==> src/eci_note_unused_guard.sv <==
// intentionally left empty
`timescale 1ns/1ps

==> src/eci_pkg.sv <==
// constants, encodings and carrier types for the ecc injection control block
// Contract
// - The inject control register holds one field per protected RAM, each set by software to none, single-bit or double-bit.
// - With the regfile field armed, the next write to any register except the zero_register is stored with the corruption.
// - After its one injection an armed field returns to no_injection, and a later read shows that value.
// - A corrupted register read through the first operand port raises the ecc error, and the second port also detects it.
// - With the tag field armed, a store hitting a clean line injects the error into the tag write that sets the dirty bit.
// - After a tag injection, a later load or store to the same line detects the bad tag and raises the ecc error.
// - With the data field armed and a clean line resident, a load to that line injects, and a later load detects it.
// - A dirty line corrupted by a store raises on a later load, or some instructions later if found only at writeback.
// - The victim buffer has its own field, and when armed a store into a cached line corrupts the buffered data.
// - With a chosen data_tight_memory field armed, a word_store_op into it is written corrupted and a later load raises.
// - With the translation field armed, a software entry write is corrupted and a matching micro_translation_cache entry may flush.
// - A hardware read of a corrupted translation entry is detected and raised on the first instruction after that read.
// - A software translation read that meets a corrupted entry sets translation_ecc_error_flag to 1 while checking is on.
// - An ecc error exception is raised when an unrecoverable ecc error is detected in a protected RAM while checking is on.
// - Checking is off after reset, while check bits keep being written so checking can be re-enabled freely.
package eci_pkg;

  // ==========================================================
  // register port
  localparam int ECI_ADDR_W = 8;
  localparam int ECI_DATA_W = 32;
  localparam logic [7:0] ECI_OFS_INJECT_CTRL = 8'h00;
  localparam logic [7:0] ECI_OFS_CONFIG = 8'h04;
  localparam logic [7:0] ECI_OFS_TRANS_AUX = 8'h08;
  localparam logic [7:0] ECI_OFS_IRQ_STATUS = 8'h0C;
  localparam logic [7:0] ECI_OFS_IRQ_CLEAR = 8'h10;
  localparam logic [7:0] ECI_OFS_IRQ_ENABLE = 8'h14;

  // ==========================================================
  // injection fields
  localparam int ECI_FLD_W = 2;
  localparam logic [1:0] ECI_NO_INJECTION = 2'h0;
  localparam logic [1:0] ECI_INJECT_SINGLE_BIT = 2'h1;
  localparam logic [1:0] ECI_INJECT_DOUBLE_BIT = 2'h2;
  localparam logic [1:0] ECI_FIELD_RST = ECI_NO_INJECTION;
  localparam logic [1:0] ECI_FLIP_SINGLE = 2'h1;
  localparam logic [1:0] ECI_FLIP_DOUBLE = 2'h3;
  localparam int ECI_IDX_REGFILE = 0;
  localparam int ECI_IDX_DTAG = 1;
  localparam int ECI_IDX_DDATA = 2;
  localparam int ECI_IDX_VICTIM = 3;
  localparam int ECI_IDX_TLB = 4;
  localparam int ECI_IDX_DTCM0 = 5;

  // ==========================================================
  // config, translation aux and interrupt fields
  localparam int ECI_CFG_ECC_EN_BIT = 0;
  localparam logic ECI_CFG_ECC_EN_RST = 1'b0;
  localparam int ECI_AUX_RD_BIT = 0;
  localparam int ECI_AUX_EE_BIT = 1;
  localparam logic ECI_AUX_EE_RST = 1'b0;
  localparam int ECI_ST_W = 4;
  localparam int ECI_ST_UNCORR = 0;
  localparam int ECI_ST_CORR = 1;
  localparam int ECI_ST_TLB_EE = 2;
  localparam int ECI_ST_INJ_DONE = 3;
  localparam logic [3:0] ECI_STATUS_RST = 4'h0;
  localparam logic [3:0] ECI_ENABLE_RST = 4'h0;

  typedef struct packed {
    logic wr;
    logic rd;
    logic [ECI_ADDR_W-1:0] addr;
    logic [ECI_DATA_W-1:0] wdata;
  } eci_bus_s;

endpackage

==> src/eci_slot.sv <==
// one injection field with its self-disarm and check-bit flip mask
`timescale 1ns/1ps
module eci_slot #(
  parameter int CHK_W = 8
) (
  input wire logic i_clk_sys,
  input wire logic i_rst,
  input wire logic i_ce,
  input wire logic i_load,
  input wire logic [eci_pkg::ECI_FLD_W-1:0] i_load_val,
  input wire logic i_fire,
  output logic [eci_pkg::ECI_FLD_W-1:0] o_field,
  output logic [CHK_W-1:0] o_flip
);
  import eci_pkg::*;

  typedef struct packed {
    logic [ECI_FLD_W-1:0] field;
    logic [CHK_W-1:0] flip;
  } eci_slot_s;

  eci_slot_s st;
  eci_slot_s next_st;
  logic armed;

  if (CHK_W < 2) begin : g_bad_width
    $error("eci_slot: CHK_W must be at least 2");
  end

  always_comb begin
    next_st = st;
    armed = (st.field == ECI_INJECT_SINGLE_BIT) ||
            (st.field == ECI_INJECT_DOUBLE_BIT);
    next_st.flip = '0;
    if (i_fire && armed) begin
      next_st.field = ECI_NO_INJECTION;
      if (st.field == ECI_INJECT_DOUBLE_BIT) begin
        next_st.flip = CHK_W'(ECI_FLIP_DOUBLE);
      end else begin
        next_st.flip = CHK_W'(ECI_FLIP_SINGLE);
      end
    end
    // a fresh arm from software outranks the disarm
    if (i_load) begin
      if ((i_load_val == ECI_INJECT_SINGLE_BIT) ||
          (i_load_val == ECI_INJECT_DOUBLE_BIT)) begin
        next_st.field = i_load_val;
      end else begin
        next_st.field = ECI_NO_INJECTION;
      end
    end
  end

  always_ff @(posedge i_clk_sys or posedge i_rst) begin
    if (i_rst) begin
      st <= '{field: ECI_FIELD_RST, flip: '0};
    end else if (i_ce) begin
      st <= next_st;
    end
  end

  assign o_field = st.field;
  assign o_flip = st.flip;
endmodule // eci_slot

==> src/eci_ecc_inject.sv <==
// ecc injection control: field register, write qualifiers, error reporting
`timescale 1ns/1ps
module eci_ecc_inject #(
  parameter int NUM_DATA_TIGHT_MEMORY = 2,
  parameter int CHK_W = 8,
  parameter int RF_AW = 5,
  localparam int NUM_SRC = eci_pkg::ECI_IDX_DTCM0 + NUM_DATA_TIGHT_MEMORY
) (
  input wire logic i_clk_sys,
  input wire logic i_rst,
  input wire logic i_ce,
  // register port
  input wire eci_pkg::eci_bus_s i_bus,
  output logic [eci_pkg::ECI_DATA_W-1:0] o_rdata,
  // write qualifiers from the pipeline
  input wire logic i_rf_wr,
  input wire logic [RF_AW-1:0] i_rf_waddr,
  input wire logic i_dc_store_hit,
  input wire logic i_dc_load_hit,
  input wire logic i_dc_line_clean,
  input wire logic [NUM_DATA_TIGHT_MEMORY-1:0] i_data_tight_memory_word_store,
  input wire logic i_tlb_entry_wr,
  // decoder results
  input wire logic [NUM_SRC-1:0] i_det_uncorr,
  input wire logic [NUM_SRC-1:0] i_det_corr,
  input wire logic i_wb_uncorr,
  input wire logic i_tlb_rd_done,
  input wire logic i_tlb_rd_err,
  // results
  output logic [NUM_SRC-1:0][CHK_W-1:0] o_chk_flip,
  output logic o_ecc_en,
  output logic o_ecc_exc,
  output logic [NUM_SRC-1:0] o_ecc_exc_src,
  output logic o_tlb_rd_req,
  output logic o_micro_translation_cache_flush,
  output logic o_irq
);
  import eci_pkg::*;

  // ==========================================================
  // elaboration checks
  if (NUM_DATA_TIGHT_MEMORY < 1 || NUM_SRC * ECI_FLD_W > ECI_DATA_W) begin : g_bad_data_tight_memory
    $error("eci_ecc_inject: NUM_DATA_TIGHT_MEMORY out of range");
  end
  if (CHK_W < 2 || RF_AW < 1) begin : g_bad_width
    $error("eci_ecc_inject: CHK_W or RF_AW too small");
  end

  // ==========================================================
  // state
  typedef struct packed {
    logic ecc_en;
    logic ee;
    logic [ECI_ST_W-1:0] status;
    logic [ECI_ST_W-1:0] enable;
    logic [ECI_DATA_W-1:0] rdata;
    logic exc;
    logic [NUM_SRC-1:0] exc_src;
    logic tlb_rd_req;
    logic micro_translation_cache_flush;
    logic irq;
  } eci_state_s;

  eci_state_s st;
  eci_state_s next_st;

  logic [NUM_SRC-1:0] fire;
  logic [NUM_SRC-1:0] armed;
  logic [NUM_SRC-1:0][ECI_FLD_W-1:0] field;
  logic ctrl_wr;
  logic [NUM_SRC-1:0] uncorr_src;

  // ==========================================================
  // qualifying writes per protected RAM
  always_comb begin
    fire = '0;
    fire[ECI_IDX_REGFILE] = i_rf_wr && (i_rf_waddr != '0);
    fire[ECI_IDX_DTAG] = i_dc_store_hit && i_dc_line_clean;
    // clean-line load, or store that dirties the line
    fire[ECI_IDX_DDATA] = (i_dc_load_hit && i_dc_line_clean) ||
                          i_dc_store_hit;
    fire[ECI_IDX_VICTIM] = i_dc_store_hit;
    fire[ECI_IDX_TLB] = i_tlb_entry_wr;
    for (int k = 0; k < NUM_DATA_TIGHT_MEMORY; k++) begin
      fire[ECI_IDX_DTCM0 + k] = i_data_tight_memory_word_store[k];
    end
  end

  assign ctrl_wr = i_bus.wr && (i_bus.addr == ECI_OFS_INJECT_CTRL);

  // ==========================================================
  // one field per protected RAM
  for (genvar g = 0; g < NUM_SRC; g++) begin : g_slot
    eci_slot #(
      .CHK_W(CHK_W)
    ) u_slot (
      .i_clk_sys(i_clk_sys),
      .i_rst(i_rst),
      .i_ce(i_ce),
      .i_load(ctrl_wr),
      .i_load_val(i_bus.wdata[g*ECI_FLD_W +: ECI_FLD_W]),
      .i_fire(fire[g]),
      .o_field(field[g]),
      .o_flip(o_chk_flip[g])
    );
    assign armed[g] = (field[g] == ECI_INJECT_SINGLE_BIT) ||
                      (field[g] == ECI_INJECT_DOUBLE_BIT);
  end

  // ==========================================================
  // reporting and registers
  always_comb begin
    next_st = st;
    next_st.rdata = '0;
    next_st.tlb_rd_req = 1'b0;
    next_st.exc = 1'b0;
    next_st.exc_src = '0;
    // dirty writeback errors belong to the data and victim RAMs
    uncorr_src = i_det_uncorr;
    if (i_wb_uncorr) begin
      uncorr_src[ECI_IDX_DDATA] = 1'b1;
      uncorr_src[ECI_IDX_VICTIM] = 1'b1;
    end

    // exception only while checking is on; check bits are still written
    if (st.ecc_en && (|uncorr_src)) begin
      next_st.exc = 1'b1;
      next_st.exc_src = uncorr_src;
    end

    // corrupt translation write also drops the cached copy
    next_st.micro_translation_cache_flush = fire[ECI_IDX_TLB] && armed[ECI_IDX_TLB];

    // register writes; clears go first so that sets win
    if (i_bus.wr) begin
      case (i_bus.addr)
        ECI_OFS_CONFIG: begin
          next_st.ecc_en = i_bus.wdata[ECI_CFG_ECC_EN_BIT];
        end
        ECI_OFS_TRANS_AUX: begin
          next_st.tlb_rd_req = i_bus.wdata[ECI_AUX_RD_BIT];
          if (i_bus.wdata[ECI_AUX_EE_BIT]) begin
            next_st.ee = 1'b0;
          end
        end
        ECI_OFS_IRQ_CLEAR: begin
          next_st.status = st.status & ~i_bus.wdata[ECI_ST_W-1:0];
        end
        ECI_OFS_IRQ_ENABLE: begin
          next_st.enable = i_bus.wdata[ECI_ST_W-1:0];
        end
        default: begin
        end
      endcase
    end

    if (st.ecc_en && i_tlb_rd_done && i_tlb_rd_err) begin
      next_st.ee = 1'b1;
      next_st.status[ECI_ST_TLB_EE] = 1'b1;
    end
    if (st.ecc_en && (|uncorr_src)) begin
      next_st.status[ECI_ST_UNCORR] = 1'b1;
    end
    if (st.ecc_en && (|i_det_corr)) begin
      next_st.status[ECI_ST_CORR] = 1'b1;
    end
    if (|(fire & armed)) begin
      next_st.status[ECI_ST_INJ_DONE] = 1'b1;
    end
    next_st.irq = |(next_st.status & next_st.enable);

    // read data in the cycle after the strobe only
    if (i_bus.rd) begin
      case (i_bus.addr)
        ECI_OFS_INJECT_CTRL: begin
          next_st.rdata = ECI_DATA_W'(field);
        end
        ECI_OFS_CONFIG: begin
          next_st.rdata[ECI_CFG_ECC_EN_BIT] = st.ecc_en;
        end
        ECI_OFS_TRANS_AUX: begin
          next_st.rdata[ECI_AUX_EE_BIT] = st.ee;
        end
        ECI_OFS_IRQ_STATUS: begin
          next_st.rdata = ECI_DATA_W'(st.status);
        end
        ECI_OFS_IRQ_ENABLE: begin
          next_st.rdata = ECI_DATA_W'(st.enable);
        end
        default: begin
          next_st.rdata = '0;
        end
      endcase
    end
  end

  always_ff @(posedge i_clk_sys or posedge i_rst) begin
    if (i_rst) begin
      st <= '{
        ecc_en: ECI_CFG_ECC_EN_RST,
        ee: ECI_AUX_EE_RST,
        status: ECI_STATUS_RST,
        enable: ECI_ENABLE_RST,
        rdata: '0,
        exc: 1'b0,
        exc_src: '0,
        tlb_rd_req: 1'b0,
        micro_translation_cache_flush: 1'b0,
        irq: 1'b0
      };
    end else if (i_ce) begin
      st <= next_st;
    end
  end

  assign o_rdata = st.rdata;
  assign o_ecc_en = st.ecc_en;
  assign o_ecc_exc = st.exc;
  assign o_ecc_exc_src = st.exc_src;
  assign o_tlb_rd_req = st.tlb_rd_req;
  assign o_micro_translation_cache_flush = st.micro_translation_cache_flush;
  assign o_irq = st.irq;
endmodule // eci_ecc_inject

==> config.mk <==
export PLATFORM = sky130hd
export DESIGN_NAME = eci_ecc_inject
export DESIGN_NICKNAME = d
export VERILOG_FILES = /design/src/eci_note_unused_guard.sv /design/src/eci_pkg.sv /design/src/eci_slot.sv /design/src/eci_ecc_inject.sv
export SDC_FILE = /design/constraint.sdc
export NUM_CORES = 1
export LEC_CHECK = 0
export BUFFER_PORTS_ARGS = -buffer_cell sky130_fd_sc_hd__buf_2
export CAP_MARGIN = 10
export CORE_ASPECT_RATIO = 1.1
export CORE_MARGIN = 2
export CORE_UTILIZATION = 40
export DETAILED_ROUTE_END_ITERATION = 12
export PLACE_DENSITY = 0.71
export SLEW_MARGIN = 40
export SYNTH_ARGS = -nofsm -noshare
export SYNTH_HDL_FRONTEND = slang
export SYNTH_SLANG_ARGS = --single-unit
==> constraint.sdc <==
create_clock -name i_clk_sys -period 2.2 [get_ports i_clk_sys]
set_clock_uncertainty 0.2 [all_clocks]
set_input_delay 0.22 -clock i_clk_sys [delete_from_list [all_inputs] [get_ports i_clk_sys]]
set_output_delay 0.22 -clock i_clk_sys [all_outputs]
set_load 0.01 [all_outputs]
==> flow_summary_export.csv <==
group,metric,value,unit
floorplan,fp-row-count,36,
routing,initialDrtViolationCount,192,
clocking,cts_setup_buffers,0,
floorplan,ios,174,
critical_path,required,2.22,ns
timing,worst_pin_slew,0.724,ns
synthesis,synthTopCellsByArea,"dfrtp_1 (43%), buf_4 (17%), a22o_1 (4.8%)",
synthesis,synth-main-ff-cell,"dfrtp_1",
routing,wl_per_cell,13.8,µm
final_layout,seq_area,1550,µm²
final_layout,multi_input_area,1530,µm²
grt,grt_usage,0.171,
routing,drtAntennaViolNets,0,
timing,slew_viol_final,0,
placed_design,port-buffer-count,95,
timing,finalCriticalPeriod,2.00,ns
critical_path,regToRegStartpoint,"g_slot[6].u_slot.o_field[0]$_DFFE_PP0P_",
synthesis,synthArstFlopShare,1.00,
critical_path,path_max_fanout,3,
floorplan,die-width,94.7,µm
synthesis,synth_top_area_share,0.429,
run,maxCapViolations,0,
grt,grt_pass1_wl,13.1,mm
timing,setup-tns-final,0,ns
grt,grt_pass1_vias,2770,
final_layout,drive_gt1_frac,0.295,
timing,clock.fmax,500,MHz
power_and_ir_drop,p_leak,0.00219,µW
final_layout,area_growth,21.8,%
timing,setup_violations,0,
clocking,cts_buffer_depth,2,
routing,drc,0,
timing,hold_ws,0.0748,ns
clocking,clock_latency,0.33,ns
clocking,clkSinkCount,62,
synthesis,synth_edf_count,0,
critical_path,crit_arrival,2.02,ns
worst_hold_path,hp-start,"i_dc_store_hit",
synthesis,syn_area,3620,µm²
placed_design,place_congestion,0.832,
floorplan,coreArea,8830,µm²
clocking,clk_pin_slew,0.07,ns
routing,routed_wl,8.25,mm
final_layout,fill_cells,872,
timing,finalCritPeriodShare,0.910,
placed_design,detailed_place_hpwl,6.12,mm
grt,antenna_found_initial,0,
final_layout,final_nets,560,
clocking,numCtsBuffers,9,
floorplan,initial_core_util,0.410,
grt,grt_max_degree,63,
critical_path,startpoint_type,"register",
synthesis,synth_top_area_cell,"dfrtp_1",
synthesis,syn_avg_cell_area,9.91,µm²
critical_path,critPathKind,"register to register",
power_and_ir_drop,power.density,574,nW/µm²
floorplan,die_area,9820,µm²
clocking,htreeDepth,3,
critical_path,end_kind,"register",
timing,hold_viol,0,
worst_hold_path,hold_class,"input pin to register",
grt,grt_overflow,0,
clocking,cts_root_buf,"clkbuf_8",
synthesis,ys_warn_count,0,
routing,vias,2875,
synthesis,ys_seq_area_frac,0.429,
synthesis,ys_ff_latch,62,
status,status,"finished, final reports clean",
placed_design,preCtsSetupSlack,0.00342,ns
final_layout,diodes,0,
power_and_ir_drop,ir_worst_vdd,0.000310,V
final_layout,mostFrequentLayoutCells,"buf_2 (95), dfrtp_1 (62), conb_1 (60), dlygate4sd3_1 (30), inv_1 (22)",
timing,rsz0062_at_grt,"false",
final_layout,final_common_cell,"buf_2",
synthesis,synth_cell_types,48,
floorplan,dieHeight,104,µm
routing,dr.pass1.iters,4,
synthesis,syn-instance-count,365,
timing,setup_slack,0.198,ns
routing,vias_per_cell,4.81,
timing,slew_headroom,0.511,
critical_path,cp-startpoint,"g_slot[6].u_slot.o_field[0]$_DFFE_PP0P_",
clocking,cts_tree,"built",
==> power breakdown <==
part / leakage [µW] / switching (µW) / internal [µW]
sequential: 0.000847 / 24.9 / 1170
combinational: 0.00124 / 186 / 132
clock: 0.000100 / 479 / 536
total: 0.00219 / 690 / 1840
==> repair_timing <==
action | CTS | global route
endpoints found under the hold margin | 87 | 0
resized for setup | 0 | 0
hold buffers | 30 | 0
==> state kept, by name (all words and copies together), names as in the netlist <==
signal                 flops
g_slot.u_slot.o_field     14
g_slot.u_slot.o_flip      14
o_ecc_en                   1
o_ecc_exc                  1
o_ecc_exc_src              7
o_irq                      1
o_rdata                   14
o_tlb_rd_req               1
st                         9
==> synth_stat cells, types with 6 or more instances <==
cell type / number
dfrtp_1: 62
nor2_1: 11
a22o_1: 20
mux2_2: 7
clkbuf_1: 11
buf_4: 82
ha_1: 7
nand3_1: 11
a21oi_1: 6
inv_1: 23
o21ai_0: 21
nand2b_1: 12
nand2_1: 19
o2bb2ai_1: 7
==> critical path: stages (launching register included) <==
cell and delay [ns]:
dfrtp_1 0.38, inv_1 0.05, ha_1 0.27, nand2b_1 0.12, nand4_1 0.19, a2111oi_4 0.39, a22o_1 0.21, a31oi_1 0.08
==> routing by layer <==
metal	track usage	vias to the layer above	part of all wire
li1	-	1384	-
met4	0.0673	0	0.015
met2	0.282	118	0.50
met5	0	-	0
met3	0.0400	12	0.067
met1	0.214	1361	0.42
==> area by class of cell <==
cell class              count  share of cell area
repair buffers            138               0.201
inverters                  23              0.0196
clock inverters             7              0.0185
multi-input cells         245               0.348
flip-flops and latches     62               0.352
clock buffers               9              0.0281
well taps                 114              0.0324
==> logic make-up after synthesis <==
family	share of synthesized area
flops	0.429
mux	0.0273
compound gates	0.178
simple gates	0.132
fa+ha+maj	0.0242
buf+inv	0.209
other cells	0.00104
==> per-stage QoR <==
step	std cells	total power (µW)	area (µm²)	util
floorplan	424	1460	3840	-
global placement	552	1490	3900	0.441
detailed placement	552	1500	3900	0.441
CTS	598	2570	4400	0.499
global route	598	2660	4400	0.499
finish	598	2530	4400	0.499
==> worst paths after layout <==
| path | to | slack [ns] | cells past startpoint |
|---|---|---|---|
| max | o_irq$_DFFE_PP0P_ | 0.20 | 7 |
| min | st[50]$_DFFE_PP0P_ | 0.07 | 3 |
| max reg2reg | o_irq$_DFFE_PP0P_ | 0.20 | 7 |
| min reg2reg | o_tlb_rd_req$_DFFE_PP0P_ | 0.28 | 1 |
| max in group asynchronous | g_slot[2].u_slot.o_field[1]$_DFFE_PP0P_ | 1.24 | 4 |
| min in group asynchronous | o_rdata[9]$_DFFE_PP0P_ | 0.30 | 4 |
(Power assumes the default switching activity.)
